<file path="config.mk">
export PLATFORM = sky130hd
export DESIGN_NAME = adsw_top
export DESIGN_NICKNAME = d
export VERILOG_FILES = /design/src/verilog/adsw_pkg.sv /design/src/verilog/adsw_rx_if.sv /design/src/verilog/adsw_interval.sv /design/src/verilog/adsw_rx_decide.sv /design/src/verilog/adsw_top.sv
export VERILOG_INCLUDE_DIRS = /design/src /design/src/verilog
export SDC_FILE = /design/constraint.sdc
export NUM_CORES = 1
export LEC_CHECK = 0
export CORE_UTILIZATION = 49
export CTS_CLUSTER_DIAMETER = 100
export DETAILED_ROUTE_END_ITERATION = 10
export DONT_BUFFER_PORTS = 1
export GPL_ROUTABILITY_DRIVEN = 0
export HOLD_SLACK_MARGIN = 0.06
export RECOVER_POWER = 25
export SLEW_MARGIN = 20
export SYNTH_ARGS = -nofsm -noshare
export SYNTH_HDL_FRONTEND = slang
export SYNTH_SLANG_ARGS = --single-unit
</file>
<file path="constraint.sdc">
create_clock -name ref_clk -period 2.08 [get_ports ref_clk]
set_input_delay 0.208 -clock ref_clk [delete_from_list [all_inputs] [get_ports ref_clk]]
set_output_delay 0.208 -clock ref_clk [all_outputs]
set_load 0.02 [all_outputs]
</file>
<file path="src/verilog/adsw_defines.svh">
// Constants for the antenna diversity switch: offsets, fields, resets, timing.
// Assumes inclusion by bare name from the design files.
`ifndef ADSW_DEFINES_SVH
`define ADSW_DEFINES_SVH

// ----------------------------------------------------------------
// Register offsets
// ----------------------------------------------------------------
`define ADSW_OFF_CTRL      8'h00
`define ADSW_OFF_THRESH    8'h04
`define ADSW_OFF_STATUS    8'h08
`define ADSW_OFF_CMD       8'h0c

// ----------------------------------------------------------------
// Control fields
// ----------------------------------------------------------------
`define ADSW_CTRL_TX_EN    0
`define ADSW_CTRL_RX_EN    1
`define ADSW_CTRL_OUT_EN   2
`define ADSW_CTRL_ALT_PINS 3
`define ADSW_CTRL_RESET    4'h0

// ----------------------------------------------------------------
// Threshold fields
// ----------------------------------------------------------------
`define ADSW_THR_ED_LSB    0
`define ADSW_THR_SQ_LSB    8
`define ADSW_THR_RESET     16'h0000

// ----------------------------------------------------------------
// Status fields and command bit
// ----------------------------------------------------------------
`define ADSW_STAT_CUR      0
`define ADSW_STAT_LAST_TX  1
`define ADSW_STAT_LAST_RX  2
`define ADSW_CMD_TOGGLE    0

// ----------------------------------------------------------------
// Timing
// ----------------------------------------------------------------
`define ADSW_CLK_HZ        25000000
`define ADSW_ED_PERIOD_NS  40000
`define ADSW_ED_CYCLES     ((`ADSW_ED_PERIOD_NS * (`ADSW_CLK_HZ / 1000000)) / 1000)

`endif

</file>
<file path="src/verilog/adsw_pkg.sv">
// Types shared by the antenna diversity switch modules.
// Uses nothing from the defines header.
package adsw_pkg;
	typedef enum logic [1:0] {
		ADSW_IDLE     = 2'b00,
		ADSW_TX       = 2'b01,
		ADSW_WAIT_ACK = 2'b10
	} adsw_txst_e;
endpackage

</file>
<file path="src/verilog/adsw_rx_if.sv">
// Interface carrying receive-decision signals between top and decider.
// Assumes a single clock domain.
`timescale 1ns/10ps
interface adsw_rx_if;
	logic       rx_enable;
	logic [7:0] energy_thresh;
	logic [7:0] quality_thresh;
	logic       blocked;
	logic       switch_req;
	modport top (output rx_enable, output energy_thresh, output quality_thresh,
		output blocked, input switch_req);
	modport dec (input rx_enable, input energy_thresh, input quality_thresh,
		input blocked, output switch_req);
endinterface

</file>
<file path="src/verilog/adsw_interval.sv">
// Free-running interval tick every 40 us.
// Assumes ref_clk at the rate in the defines header.
`timescale 1ns/10ps
`include "adsw_defines.svh"
module adsw_interval (
	// Clock and reset
	input  wire logic ref_clk,
	input  wire logic nrst,
	// Tick out
	output logic      tick
);
	localparam int unsigned CYC = `ADSW_ED_CYCLES;
	logic [9:0] cnt;

	always_ff @(posedge ref_clk or negedge nrst) begin
		if (!nrst) begin
			cnt  <= 10'h000;
			tick <= 1'b0;
		end else if (cnt == 10'(CYC - 1)) begin
			cnt  <= 10'h000;
			tick <= 1'b1;
		end else begin
			cnt  <= cnt + 10'h001;
			tick <= 1'b0;
		end
	end
endmodule

</file>
<file path="src/verilog/adsw_rx_decide.sv">
// Receive switch decision: energy sampled each interval against threshold.
// Assumes energy and quality inputs are synchronous to ref_clk.
`timescale 1ns/10ps
`include "adsw_defines.svh"
module adsw_rx_decide (
	// Clock and reset
	input  wire logic ref_clk,
	input  wire logic nrst,
	// Interval tick and radio measurements
	input  wire logic       tick,
	input  wire logic [7:0] energy,
	input  wire logic       preamble_det,
	input  wire logic [7:0] preamble_quality,
	// Link to top
	adsw_rx_if.dec          rx
);
	logic good_preamble;

	// Good preamble seen since the last sample blocks the next one
	always_ff @(posedge ref_clk or negedge nrst) begin
		if (!nrst) begin
			good_preamble <= 1'b0;
		end else if (preamble_det && preamble_quality > rx.quality_thresh) begin
			good_preamble <= 1'b1;
		end else if (tick) begin
			good_preamble <= 1'b0;
		end
	end

	always_ff @(posedge ref_clk or negedge nrst) begin
		if (!nrst) begin
			rx.switch_req <= 1'b0;
		end else begin
			rx.switch_req <= tick && rx.rx_enable && (energy < rx.energy_thresh)
				&& !rx.blocked && !good_preamble;
		end
	end
endmodule

</file>
<file path="src/verilog/adsw_top.sv">
// Antenna diversity switch: drives the complementary select pair.
// Assumes a MAC that reports transmit start/end, ack and retry events,
// and a radio that reports energy, preamble quality and packet reception.
`timescale 1ns/10ps
`include "adsw_defines.svh"
module adsw_top (
	// Clock and reset
	input  wire logic       ref_clk,
	input  wire logic       nrst,
	// Register port
	input  wire logic [7:0] addr,
	input  wire logic [31:0] wdata,
	input  wire logic       wr,
	input  wire logic       rd,
	output logic [31:0]     rdata,
	// MAC events
	input  wire logic       tx_start,
	input  wire logic       tx_done,
	input  wire logic       ack_received,
	input  wire logic       ack_timeout,
	input  wire logic       retry_start,
	// Radio measurements
	input  wire logic       rx_busy,
	input  wire logic       rx_packet_done,
	input  wire logic [7:0] energy,
	input  wire logic       preamble_det,
	input  wire logic [7:0] preamble_quality,
	// Receive request to transceiver
	output logic            rx_mode,
	// Select pins
	output logic            antenna_select_pin_a,
	output logic            antenna_select_pin_b,
	output logic            antenna_select_pin_a_oe_n,
	output logic            antenna_select_pin_b_oe_n,
	output logic            alt_antenna_select_pin_a,
	output logic            alt_antenna_select_pin_b,
	output logic            alt_antenna_select_pin_a_oe_n,
	output logic            alt_antenna_select_pin_b_oe_n
);
	// ----------------------------------------------------------------
	// Registers
	// ----------------------------------------------------------------
	logic [3:0]  ctrl;
	logic [15:0] thresh;
	logic        cur_ant;
	logic        last_tx_ant;
	logic        last_rx_ant;
	logic        manual_toggle;
	logic        tick;
	adsw_pkg::adsw_txst_e txst;
	adsw_pkg::adsw_txst_e next_txst;
	adsw_rx_if   rx ();

	wire tx_en  = ctrl[`ADSW_CTRL_TX_EN];
	wire out_en = ctrl[`ADSW_CTRL_OUT_EN];
	wire alt    = ctrl[`ADSW_CTRL_ALT_PINS];
	wire wr_ctrl = wr && addr == `ADSW_OFF_CTRL;

	always_ff @(posedge ref_clk or negedge nrst) begin
		if (!nrst) begin
			ctrl <= `ADSW_CTRL_RESET;
		end else if (wr_ctrl) begin
			ctrl <= wdata[3:0];
		end
	end

	always_ff @(posedge ref_clk or negedge nrst) begin
		if (!nrst) begin
			thresh <= `ADSW_THR_RESET;
		end else if (wr && addr == `ADSW_OFF_THRESH) begin
			thresh <= wdata[15:0];
		end
	end

	always_ff @(posedge ref_clk or negedge nrst) begin
		if (!nrst) begin
			manual_toggle <= 1'b0;
		end else begin
			manual_toggle <= wr && addr == `ADSW_OFF_CMD && wdata[`ADSW_CMD_TOGGLE];
		end
	end

	// ----------------------------------------------------------------
	// Read port
	// ----------------------------------------------------------------
	always_ff @(posedge ref_clk or negedge nrst) begin
		if (!nrst) begin
			rdata <= 32'h0000_0000;
		end else if (rd) begin
			case (addr)
				`ADSW_OFF_CTRL: begin
					rdata <= {28'h000_0000, ctrl};
				end
				`ADSW_OFF_THRESH: begin
					rdata <= {16'h0000, thresh};
				end
				`ADSW_OFF_STATUS: begin
					rdata <= {29'h0000_0000, last_rx_ant, last_tx_ant, cur_ant};
				end
				default: begin
					rdata <= 32'h0000_0000;
				end
			endcase
		end else begin
			rdata <= 32'h0000_0000;
		end
	end

	// ----------------------------------------------------------------
	// Transmit sequence
	// ----------------------------------------------------------------
	always_comb begin
		next_txst = txst;
		case (txst)
			adsw_pkg::ADSW_IDLE: begin
				if (tx_start || retry_start) begin
					next_txst = adsw_pkg::ADSW_TX;
				end
			end
			adsw_pkg::ADSW_TX: begin
				if (tx_done) begin
					next_txst = adsw_pkg::ADSW_WAIT_ACK;
				end
			end
			adsw_pkg::ADSW_WAIT_ACK: begin
				if (ack_received || ack_timeout) begin
					next_txst = adsw_pkg::ADSW_IDLE;
				end
			end
			default: begin
				next_txst = adsw_pkg::ADSW_IDLE;
			end
		endcase
	end

	always_ff @(posedge ref_clk or negedge nrst) begin
		if (!nrst) begin
			txst    <= adsw_pkg::ADSW_IDLE;
			rx_mode <= 1'b0;
		end else begin
			txst    <= next_txst;
			rx_mode <= next_txst == adsw_pkg::ADSW_WAIT_ACK;
		end
	end

	// ----------------------------------------------------------------
	// Antenna selection
	// ----------------------------------------------------------------
	assign rx.rx_enable      = ctrl[`ADSW_CTRL_RX_EN];
	assign rx.energy_thresh  = thresh[`ADSW_THR_ED_LSB +: 8];
	assign rx.quality_thresh = thresh[`ADSW_THR_SQ_LSB +: 8];
	assign rx.blocked        = rx_busy || txst != adsw_pkg::ADSW_IDLE;

	adsw_interval u_interval (
		.ref_clk (ref_clk),
		.nrst    (nrst),
		.tick    (tick)
	);

	adsw_rx_decide u_rx (
		.ref_clk          (ref_clk),
		.nrst             (nrst),
		.tick             (tick),
		.energy           (energy),
		.preamble_det     (preamble_det),
		.preamble_quality (preamble_quality),
		.rx               (rx)
	);

	// Toggle sources are XOR-combined so two at once cancel, not drop
	wire tx_toggle = tx_en && retry_start && txst == adsw_pkg::ADSW_IDLE;
	wire flips = tx_toggle ^ rx.switch_req ^ manual_toggle;

	always_ff @(posedge ref_clk or negedge nrst) begin
		if (!nrst) begin
			cur_ant <= 1'b0;
		end else if (flips) begin
			cur_ant <= ~cur_ant;
		end
	end

	always_ff @(posedge ref_clk or negedge nrst) begin
		if (!nrst) begin
			last_tx_ant <= 1'b0;
			last_rx_ant <= 1'b0;
		end else begin
			if (txst == adsw_pkg::ADSW_TX && tx_done) begin
				last_tx_ant <= cur_ant;
			end
			if (rx_packet_done) begin
				last_rx_ant <= cur_ant;
			end
		end
	end

	// ----------------------------------------------------------------
	// Pin drive
	// ----------------------------------------------------------------
	always_ff @(posedge ref_clk or negedge nrst) begin
		if (!nrst) begin
			antenna_select_pin_a          <= 1'b1;
			antenna_select_pin_b          <= 1'b0;
			antenna_select_pin_a_oe_n     <= 1'b1;
			antenna_select_pin_b_oe_n     <= 1'b1;
			alt_antenna_select_pin_a      <= 1'b1;
			alt_antenna_select_pin_b      <= 1'b0;
			alt_antenna_select_pin_a_oe_n <= 1'b1;
			alt_antenna_select_pin_b_oe_n <= 1'b1;
		end else begin
			antenna_select_pin_a          <= ~cur_ant;
			antenna_select_pin_b          <= cur_ant;
			alt_antenna_select_pin_a      <= ~cur_ant;
			alt_antenna_select_pin_b      <= cur_ant;
			antenna_select_pin_a_oe_n     <= ~(out_en && !alt);
			antenna_select_pin_b_oe_n     <= ~(out_en && !alt);
			alt_antenna_select_pin_a_oe_n <= ~(out_en && alt);
			alt_antenna_select_pin_b_oe_n <= ~(out_en && alt);
		end
	end
endmodule

</file>
# Yosys cells after proc, flatten, opt, wreduce, memory -nomap -nowiden
# Index checks and enable logic that the tools add are counted.
# Widths: inputs -> output; s select.
# word_totals
regBits	76
in_bits	68
output_inout_bits	41
wordCells	66
# classes
addsub	1
magnitude_cmp	2
eq_ne	7
muxes	10
bitwise_logic	5
reduce_logical	24
# op_table
op	count
$pmux 16 s3	1
$eq 8x4->1 const B	2
$mux 16	1
$logic_and 1x1->1	14
$add 10x1->10 const B	1
$eq 10x10->1 const B	1
$mux 10	1
$eq 8x3->1 const B	1
$gt 8x8->1	1
$logic_not 8->1	1
$lt 8x8->1	1
$mux 2	3
$pmux 2 s3	1
$eq 2x2->1 const B	2
$reduce_bool 2->1	2
$logic_not 1->1	3
$logic_or 1x1->1	3
$mux 1	3
$not 1->1	3
$eq 2x1->1 const B	1
$logic_not 2->1	1
$xor 1x1->1	2

# Longest topological paths before layout
# Gate-level depths: netlist (run 1).
# depth
depth_word	5
mapped_depth	6
mapped_depth_nobuf	6

# Cells and area by module
# Synthesis (run 1) repeated with hierarchy kept, for this count alone.
# unflattened
cells_unflattened	247
hier_area_um2	2941.6
# by_module_without_submodules
mod	n_inst	cells_each	area_per_inst_um2	seq_area_each_um2
adsw_top	1	147	1994.4	1179.9
adsw_interval	1	44	508.0	275.3
adsw_rx_decide	1	56	439.2	50.0

# Least setup slack after synthesis (run 1)
# Ideal clock, no wire load.
# synth_path
path_kind	reg-to-reg
start	reg u_interval.cnt[0]
end	reg u_interval.cnt[7]
setup_ns	0.146
t_arrival_ns	1.432
required_time_ns	1.934
path_slack_ns	0.503
path_stages_with_launch	7
path_buffers	1
synth_period_minus_slack_ns	1.577
path_cell_list	dfrtp_1 ha_1 nand2_1 nor4b_1 and3_1 clkbuf_1 o311ai_0
# synth_via
elab_chain_len	2
elab_cells_between_ends	3
classes_between	1 x add/sub; 1 x eq/ne; 1 x mux
# synth_lines
element	line	rtl
from (decl)	adsw_interval.sv:13	logic [9:0] cnt;
from (signal assigned)	adsw_interval.sv:23	cnt <= cnt + 10'h001;
$add 10x1->10 / $eq 10x10->1 (equally long branches)	adsw_interval.sv:23, adsw_interval.sv:19	
$mux 10 *	adsw_interval.sv:19	end else if (cnt == 10'(CYC - 1)) begin
# Mark *: on every way between the ends. The rest lies on a longest branch, timed or not.
# A chain may end at the register's enable or synchronous reset.

# Final worst setup path (run 1)
# layout_path
start	in addr[3]
end	reg manual_toggle
# layout_via
elab_chain_len	3
# layout_lines
element	line	rtl
from (decl)	adsw_top.sv:11	input wire logic [7:0] addr,
$eq 8x4->1 (no source line)	n/a	
$logic_and 1x1->1 (no source line)	n/a	
$logic_and 1x1->1	adsw_top.sv:79	manual_toggle <= wr && addr == `ADSW_OFF_CMD && wdata[`ADSW_CMD_TOGGLE];
to (signal assigned)	adsw_top.sv:79	
to (decl)	adsw_top.sv:48	logic manual_toggle;
# No other way between the ends.

==> key figures, run 1 <==
Outcome
  – Status: complete, no violations

Logic synthesis
  – Sequential area share after synthesis: 51.65%
  – FFs w/ async S/R, synth: 100.0%
  – Distinct cells, synth: 37
  – Synthesized area: 0.002914 mm²
  – Top post-synthesis cells by area: dfrtp_1 (49%), ha_1 (6.9%), buf_4 (5.2%), mux2_4 (5.2%), mux2_2 (4.3%)
  – Yosys warns: 0
  – Synth Area per Inst: 11.61 µm²
  – Most area-hungry cell type in the Yosys netlist: dfrtp_1
  – Top-area cell type share of the netlist area: 48.95%
  – Post-Synthesis Cells: 251
  – Commonest register cell after synthesis: dfrtp_1
  – EDFF count, synth: 0
  – FF+latch count, synth: 60

Floorplan
  – Die width: 79.12 µm
  – Die ar.: 0.006259 mm²
  – Site row count: 27
  – # IOs: 109
  – Starting Density: 51.96%
  – Core area: 0.005608 mm²
  – Chip Height: 79.12 µm

STA
  – Max-slew violation count: 0
  – RSZ-0062 raised after global routing: no
  – Final Hold Viols: 0
  – Tmin final: 1753 ps
  – Peak Freq: 570.6 MHz
  – Tcrit/Tclk final: 84.26%
  – Final setup vio count: 0
  – Max-slew headroom: 4.811%
  – Clock skew: 6.613 ps
  – Setup tns final: 0 ps
  – Worst slew pin tran: 1428 ps

Global routing
  – Vias in the first global route: 1,819
  – Gr usage total: 18.16%
  – Largest net degree at the start of global routing: 61
  – Initial antenna violation count: 0
  – First-pass GRT wire length: 8.473 mm
  – Congestion Overflow GR: 0

Place
  – Placed cells: 314
  – Hpwl dp: 3.472 mm
  – Cell Area, Placed: 0.002888 mm²
  – Number of I/O port buffers: 0

Critical path
  – Worst Path Required: 2340 ps
  – Worst Path Arrival: 2020 ps
  – Critical path peak fanout: 7
  – Worst setup path category: primary input to register
  – Nature of the critical path startpoint: primary input
  – Critical path endpoint category: register
  – R2r setup slk: 370 ps

Route
  – Post-route ant nets: 0
  – DR vias/cell: 5.019
  – Via Count: 1,802
  – DRC: 0
  – Post-Route WL: 4.994 mm
  – Drt pass-1 iters: 4
  – Routed len/inst: 13.91 µm
  – Initial DRC count: 41

Final layout
  – Most frequent cells in the layout: dfrtp_1 (57), dlygate4sd3_1 (28), inv_1 (20), nor2_1 (17)
  – Diodes inserted: 0
  – Fillers: 487
  – Share of layout cells above drive strength 1: 15.33%
  – Final instance area: 0.003408 mm²
  – Synth-to-Final Area Change: 16.96%
  – Nets: 366
  – Post-Route Utilization: 60.78%
  – Final non-filler cell total: 359
  – Most common cell after layout, fill and taps aside: dfrtp_1

Run
  – Max Cap Viol: 0

Clocking
  – Clk pin slew, worst setup/hold paths: 60 ps
  – TritonCTS clock tree: done
  – Post-CTS Setup Inserts: 0
  – TritonCTS Buffers: 9
  – Num Clock Sinks: 60
  – H-tree levels: 3
  – Root Buffer: clkbuf_8
  – Clock latency on the worst-skew pair: 330 ps
  – CTS Buffer Depth: 2

Pwr
  – Leakage: 1.579 nW
  – Worst vdd ir: 0.4345 mV
  – PD cells: 841.7 mW/mm²

Min path
  – Worst Hold Class: primary input to register
## metrics by stage
step / hold slack (ps) / worst slack, ps / power (mW)
global placement: -86.50 / 399.7 / 1.596
finish: 82.63 / 327.4 / 2.869
detailed placement: -86.50 / 342.9 / 1.600
global route: 99.07 / 108.8 / 2.994
floorplan: -87.59 / 502.7 / 1.600
CTS: 61.02 / 355.4 / 2.896
## per-layer routing
layer,GRT usage [%],routed length [µm],up-vias
li1,-,-,886
met2,28.97,2432,51
met1,21.73,2126,854
met4,8.182,112,0
met3,6.897,323,11
met5,0,0,-
## cells by family after synthesis
group	Yosys count	share of synthesized area [%]
xor+xnor	9	2.705
fa+ha+maj	16	6.870
compound gates	24	5.325
mux	25	10.78
other cells	1	0.1287
flops	60	51.65
buf+inv	45	9.188
simple gates	71	13.35
## critical path, stage by stage
cell	delay [ps]
dlygate4sd3_1	530
nand4_1	60
dlygate4sd3_1	550
nor2_1	100
dlygate4sd3_1	560
## repair_timing
action | 4_1_cts | 5_1_grt
hold buffers | 29 | 0
hold endpoints to repair | 87 | 0
resized for setup | 0 | 0
## cells in the mapped netlist (2+ instances only)
master / count
and3_1: 4
mux2i_1: 4
mux2_2: 11
a21oi_1: 7
nand2b_1: 4
and3b_1: 2
and2_1: 12
nor3_1: 4
nor2_1: 17
o41ai_1: 2
o21ai_0: 5
inv_1: 20
nor4b_1: 2
buf_4: 20
a211oi_1: 4
mux2_4: 10
dfrtp_1: 57
clkbuf_1: 3
dfstp_2: 3
nand2_1: 10
xor2_1: 2
nand4_1: 5
nand3_1: 6
nor2b_1: 3
ha_1: 16
xnor2_1: 7
## layout make-up
type | instances | area (µm²) | area share, %
clock buffer | 12 | 165.2 | 4.846
timing repair buffer | 30 | 305.3 | 8.957
multi-input combinational | 161 | 1197 | 35.13
clock inverter | 4 | 70.07 | 2.056
tap | 72 | 90.09 | 2.643
inverter | 20 | 75.07 | 2.203
sequential | 60 | 1505 | 44.16
## sequential cells by signal (all words and copies together), names as in the netlist
signal / count
u_interval.tick: 1
ctrl: 4
txst: 2
manual_toggle: 1
alt_antenna_select_pin_a: 1
thresh: 16
last_tx_ant: 1
alt_antenna_select_pin_b_oe_n: 1
u_interval.cnt: 10
antenna_select_pin_b_oe_n: 1
u_rx.good_preamble: 1
alt_antenna_select_pin_b: 1
last_rx_ant: 1
cur_ant: 1
rx_mode: 1
u_rx.rx.switch_req: 1
rdata: 16
## worst paths after layout
path / from / endpoint / cells past startpoint
worst min-delay path: rd / rdata[0]$_DFF_PN0_ / 2
worst min register to register: ctrl[3]$_DFFE_PN0P_ / alt_antenna_select_pin_b_oe_n$_DFF_PN1_ / 1
worst max register to register: u_interval.cnt[0]$_DFF_PN0_ / u_interval.cnt[7]$_DFF_PN0_ / 5
worst max-delay path: addr[3] / manual_toggle$_DFF_PN0_ / 5
min in group asynchronous: nrst / thresh[10]$_DFFE_PN0P_ / 2
max in group asynchronous: nrst / manual_toggle$_DFF_PN0_ / 2
## report_power, final
part           switching (mW)  internal (mW)
clock                   0.451          0.769
sequential              0.125           1.26
combinational           0.134          0.132
Power figures use the tool's default switching activity.
==> run 2: changes to the inputs <==
==> constraint.sdc (replaced) <==
create_clock -name ref_clk -period 1.7 [get_ports ref_clk]
set_input_delay 0.17 -clock ref_clk [delete_from_list [all_inputs] [get_ports ref_clk]]
set_output_delay 0.17 -clock ref_clk [all_outputs]
set_load 0.02 [all_outputs]
==> run 2 against run 1 <==
  * Sequential power grew 21%
  * First-iteration DRC count grew 24%
  * Clock skew is essentially flat
  * Critical path type unchanged
  * Die area is the same
  * Non-clock buffer count grew 9
  * Largest power group unchanged
  * Sequential share of layout area shrank 0.91 points
  * Worst hold slack lost 8.8 ps
  * Worst setup slack lost 260 ps
  * Clock power grew 4%
==> key figures, run 2 (synthesis gave the netlist of run 1 again) <==
Route
  – DRC: 0 (unchanged)
  – Routed len/inst: 14.50 µm (+4.3%)
  – Drt pass-1 iters: 4 (unchanged)
  – Initial DRC count: 51 (+24%)
  – Via Count: 1,843 (+2.3%)
  – DR vias/cell: 5.008 (-0.23%)
  – Post-Route WL: 5.337 mm (+6.9%)
  – Post-route ant nets: 0 (unchanged)

STA
  – Tcrit/Tclk final: 96.22%
  – Setup tns final: 0 ps (unchanged)
  – Max-slew headroom: 47.47% (+43 points)
  – Worst slew pin tran: 787.9 ps (-640.0 ps)
  – Clock skew: 6.707 ps (+0.09489 ps)
  – RSZ-0062 raised after global routing: no
  – Tmin final: 1636 ps
  – Final Hold Viols: 0 (unchanged)
  – Peak Freq: 611.4 MHz
  – Final setup vio count: 0 (unchanged)
  – Max-slew violation count: 0 (unchanged)

Critical path
  – Worst Path Required: 1920 ps (-420 ps)
  – Worst r2r src: thresh[15]$_DFFE_PN0P_
  – Critical path endpoint category: register
  – Worst setup path category: primary input to register
  – Critical path peak fanout: 8 (+1)
  – Nature of the critical path startpoint: primary input
  – CP Launch Point: addr[0]
  – Worst Path Arrival: 1850 ps (-170 ps)

Pwr
  – Worst vdd ir: 0.6769 mV (+56%)
  – Part of the power in registers: 50.6% (+2.4 points)
  – Sw frac: 26.33% (+1.6 points)
  – Final Total Pwr: 3.311 mW (+15%)
  – Power share of the clock group: 38.2% (-4.3 points)
  – Int Power: 2.439 mW (+13%)
  – PD cells: 951.6 mW/mm² (+13%)
  – P_sw: 0.8718 mW (+23%)
  – Logic pwr share: 11.2% (+1.9 points)
  – Leakage: 1.613 nW (+2.2%)

Global routing
  – Gr usage total: 19.21% (+1.1 points)
  – Initial antenna violation count: 0 (unchanged)
  – Vias in the first global route: 1,852 (+1.8%)
  – Largest net degree at the start of global routing: 61 (unchanged)
  – First-pass GRT wire length: 8.825 mm (+4.2%)
  – Congestion Overflow GR: 0 (unchanged)

Final layout
  – Regs by FF count: rdata (16), thresh (16), u_interval.cnt (10)
  – Share of layout cells above drive strength 1: 16.89% (+1.6 points)
  – Final non-filler cell total: 368 (+2.5%)
  – Multi-input logic area: 0.001210 mm² (+1.0%)
  – Storage cell area: 0.001505 mm² (unchanged)
  – Most common cell after layout, fill and taps aside: dfrtp_1
  – Fillers: 463 (-4.9%)
  – Diodes inserted: 0 (unchanged)
  – Nets: 375 (+2.5%)
  – Synth-to-Final Area Change: 19.41%
  – Most frequent cells in the layout: dfrtp_1 (57), dlygate4sd3_1 (31), inv_1 (20), nor2_1 (17)

Clocking
  – TritonCTS Buffers: 9 (unchanged)
  – Root Buffer: clkbuf_8
  – Clk pin slew, worst setup/hold paths: 60 ps (about the same)
  – H-tree levels: 3 (unchanged)
  – CTS Buffer Depth: 2 (unchanged)
  – Clock latency on the worst-skew pair: 340 ps (about the same)
  – Num Clock Sinks: 60 (unchanged)
  – TritonCTS clock tree: done
  – Post-CTS Setup Inserts: 0 (unchanged)

Place
  – Hpwl dp: 3.455 mm (-0.49%)
  – Number of I/O port buffers: 0 (unchanged)
  – Placed cells: 318 (+1.3%)

Outcome
  – Status: complete, no violations

Min path
  – HP Start: energy[6]
  – Worst Hold Class: primary input to register

Floorplan
  – Chip Height: 79.12 µm (unchanged)
  – Die width: 79.12 µm (unchanged)
  – Core area: 0.005608 mm² (unchanged)
  – Site row count: 27 (unchanged)
  – Die ar.: 0.006259 mm² (unchanged)
  – Starting Density: 51.96% (unchanged)
  – # IOs: 109 (unchanged)

Run
  – Max Cap Viol: 0 (unchanged)
-- run 2: worst max-delay path, stage by stage --
cell           delay (ps)
dlygate4sd3_1         530
nor2_1                180
and3b_2               250
and3_4                240
clkbuf_16             180
mux2_4                300
-- run 2: path summary, 6_finish.rpt --
path	end	slack (ps)	depth (start not counted)
worst max-delay path	thresh[6]$_DFFE_PN0P_	60	6
worst min-delay path	u_rx.rx.switch_req$_DFF_PN0_	70	2
worst max register to register	u_rx.good_preamble$_DFFE_PN0P_	150	6
worst min register to register	alt_antenna_select_pin_b$_DFF_PN0_	440	0
max in group asynchronous	u_interval.cnt[3]$_DFF_PN0_	700	2
min in group asynchronous	thresh[10]$_DFFE_PN0P_	480	2
-- run 2: layer usage --
| layer | up-vias | routed length [µm] | global-route usage [%] | part of all wire [%] |
|---|---|---|---|---|
| li1 | 902 | - | - | - |
| met1 | 878 | 2291 | 23.76 | 43 |
| met2 | 54 | 2627 | 30.17 | 49 |
| met3 | 9 | 355 | 7.701 | 6.7 |
| met4 | 0 | 63 | 7.091 | 1.2 |
| met5 | - | 0 | 0 | 0 |
-- run 2: what timing repair did --
action,in CTS,in global routing
setup endpoints to repair,0,23
hold endpoints to repair,91,0
hold buffers,33,0
resized for setup,0,5
-- run 2: final cells by class --
| type | count | area share, % |
|---|---|---|
| sequential | 60 | 43.26 |
| multi-input combinational | 161 | 34.77 |
| timing repair buffer | 39 | 11.65 |
| clock buffer | 12 | 4.171 |
| tap | 72 | 2.589 |
| inverter | 20 | 2.157 |
| clock inverter | 4 | 1.402 |
-- run 2: per-stage QoR --
stage | hold slack (ps) | utilization [%] | area [µm²] | setup WS (ps)
after floorplan | -125.6 | - | 2970 | 122.7
after global placement | -124.5 | 52.03 | 2918 | 144.0
after detailed placement | -124.3 | 52.03 | 2918 | 119.9
after CTS | 61.23 | 61.69 | 3460 | 42.05
after global routing | 67.85 | 62.05 | 3480 | 6.453
final | 73.86 | 62.05 | 3480 | 64.32
-- run 2: power groups by stage --
stage	sequential [mW]	clock, mW	combinational [mW]
after global routing	1.69	1.36	0.422
final	1.67	1.27	0.371
after detailed placement	1.70	0	0.271
after floorplan	1.66	0	0.294
after CTS	1.68	1.30	0.381
after global placement	1.70	0	0.269
==> run 3: changes to the inputs <==
==> constraint.sdc (replaced) <==
create_clock -name ref_clk -period 1.6 [get_ports ref_clk]
set_input_delay 0.16 -clock ref_clk [delete_from_list [all_inputs] [get_ports ref_clk]]
set_output_delay 0.16 -clock ref_clk [all_outputs]
set_load 0.02 [all_outputs]
==> run 3 against run 2 <==
  * Die area unchanged
  * Global-route usage decreased by 0.50 points
  * Non-clock buffer count increased by 2
  * Final cell count increased by 0.54%
  * Highest routed layer unchanged
==> key figures, run 3 (synthesis gave the netlist of run 1 again) <==
Clocking
  – H-tree levels: 3 (unchanged)
  – Num Clock Sinks: 60 (unchanged)
  – Root Buffer: clkbuf_8
  – TritonCTS clock tree: done
  – Clock latency on the worst-skew pair: 340 ps (about the same)
  – TritonCTS Buffers: 9 (unchanged)
  – Post-CTS Setup Inserts: 0 (unchanged)
  – CTS Buffer Depth: 2 (unchanged)
  – Clk pin slew, worst setup/hold paths: 70 ps (about the same)

Route
  – Drt pass-1 iters: 4 (unchanged)
  – Initial DRC count: 28 (-45%)
  – DR vias/cell: 4.943 (-1.3%)
  – Via Count: 1,829 (-0.76%)
  – DRC: 0 (unchanged)
  – Post-route ant nets: 0 (unchanged)
  – Routed len/inst: 14.13 µm (-2.6%)
  – Post-Route WL: 5.229 mm (-2.0%)

Final layout
  – Most common cell after layout, fill and taps aside: dfrtp_1
  – Share of layout cells above drive strength 1: 16.78% (-0.11 points)
  – Fillers: 476 (+2.8%)
  – Multi-input logic area: 0.001205 mm² (-0.41%)
  – Regs by FF count: rdata (16), thresh (16), u_interval.cnt (10)
  – Storage cell area: 0.001505 mm² (unchanged)
  – Synth-to-Final Area Change: 19.15%
  – Diodes inserted: 0 (unchanged)
  – Nets: 377 (+0.53%)
  – Most frequent cells in the layout: dfrtp_1 (57), dlygate4sd3_1 (33), inv_1 (20), nor2_1 (17)

STA
  – Final Hold Viols: 0 (unchanged)
  – Tcrit/Tclk final: 94.47%
  – Final setup vio count: 0 (unchanged)
  – Clock skew: 7.913 ps (+1.206 ps)
  – Worst slew pin tran: 791.4 ps (+3.500 ps)
  – Max-slew violation count: 0 (unchanged)
  – Tmin final: 1512 ps
  – Max-slew headroom: 47.24% (-0.23 points)
  – Peak Freq: 661.6 MHz
  – RSZ-0062 raised after global routing: no
  – Setup tns final: 0 ps (unchanged)

Floorplan
  – Chip Height: 79.12 µm (unchanged)
  – Core area: 0.005608 mm² (unchanged)
  – Die width: 79.12 µm (unchanged)
  – Starting Density: 51.96% (unchanged)
  – # IOs: 109 (unchanged)
  – Site row count: 27 (unchanged)
  – Die ar.: 0.006259 mm² (unchanged)

Critical path
  – Worst setup path category: register to register
  – Cells along the critical path: inv_1, ha_1, nand4_1, o21ai_1, a211oi_1, a211o_1
  – Worst path top cell family by delay: compound AO/OA/AOI/OAI gates
  – Nature of the critical path startpoint: register
  – Crit-path max cell delay: 370 ps (-160 ps)
  – CP max stage cell: dfrtp_1
  – Critical path endpoint category: register
  – Critical path peak fanout: 3 (-5)
  – Worst Path Required: 1820 ps (-100 ps)
  – Worst Path Arrival: 1730 ps (-120 ps)
  – WP buf/inv: 1 (-1)

Place
  – Hpwl dp: 3.449 mm (-0.17%)
  – Number of I/O port buffers: 0 (unchanged)

Global routing
  – Initial antenna violation count: 0 (unchanged)
  – Vias in the first global route: 1,848 (-0.22%)
  – First-pass GRT wire length: 8.645 mm (-2.0%)
  – Largest net degree at the start of global routing: 61 (unchanged)
  – Congestion Overflow GR: 0 (unchanged)
  – Gr usage total: 18.71% (-0.50 points)

Pwr
  – Worst vdd ir: 0.6643 mV (-1.9%)
  – PD cells: 1021 mW/mm² (+7.3%)
  – Leakage: 1.614 nW (about the same)
  – Final Total Pwr: 3.544 mW (+7.0%)

Outcome
  – Status: complete, no violations

Min path
  – Worst Hold Class: primary input to register

Run
  – Max Cap Viol: 0 (unchanged)
[run 3: final cells by class]
type / count / area share (%)
clock inverter: 5 / 1.514
clock buffer: 11 / 4.072
multi-input combinational: 161 / 34.70
inverter: 20 / 2.162
tap: 72 / 2.595
sequential: 60 / 43.35
timing repair buffer: 41 / 11.60
[run 3: worst register-to-register path, delay by kind of cell (launching register included)]
kind / cells / cell delay (ps)
AO/OA/AOI/OAI: 3 / 540
buffers and inverters: 1 / 60
flip-flops: 1 / 370
adder cells (fa/ha/maj): 1 / 310
AND/OR/NAND/NOR: 1 / 140
[run 3: metrics by stage]
| step | utilization (%) | hold WS, ps | worst slack (ps) | instances | instance area, µm² |
|---|---|---|---|---|---|
| 6_report | 61.91 | 83.72 | 88.45 | 370 | 3472 |
| 5_1_grt | 61.91 | 102.1 | 2.894 | 370 | 3472 |
| 4_1_cts | 62.14 | 64.45 | 67.60 | 370 | 3485 |
| 3_5_place_dp | 52.30 | -134.0 | 2.408 | 320 | 2933 |
| 3_3_place_gp | 52.30 | -134.5 | 53.53 | 320 | 2933 |
| 2_1_floorplan | - | -135.6 | 22.71 | 266 | 2970 |
[run 3: report_power, final]
part	internal (mW)	switching (mW)	leakage, nW
combinational	0.214	0.210	0.729
clock	0.754	0.585	0.0991
sequential	1.64	0.144	0.786
[run 3: worst paths after layout]
check	startpoint	to	slack (ps)	depth (start not counted)
setup reg to reg	thresh[15]$_DFFE_PN0P_	u_rx.good_preamble$_DFFE_PN0P_	90	6
min in group asynchronous	nrst	thresh[10]$_DFFE_PN0P_	490	2
setup / recovery	thresh[15]$_DFFE_PN0P_	u_rx.good_preamble$_DFFE_PN0P_	90	6
hold / removal	addr[2]	rdata[0]$_DFF_PN0_	80	3
hold reg to reg	ctrl[3]$_DFFE_PN0P_	alt_antenna_select_pin_b_oe_n$_DFF_PN1_	440	1
max in group asynchronous	nrst	rx_mode$_DFF_PN0_	590	2
[run 3: metal layers]
metal	vias to the layer above	GRT usage (%)	wire [µm]
met1	874	22.47	2216
met4	0	5.455	63
met2	48	29.66	2620
li1	899	-	-
met3	8	9.080	329
met5	-	0	0
[run 3: what timing repair did]
action,CTS,global route
endpoints found under the setup margin,1,2
hold buffers,34,0
pin swaps,0,1
gates resized for setup,1,1
endpoints found under the hold margin,91,0
cloned,0,0
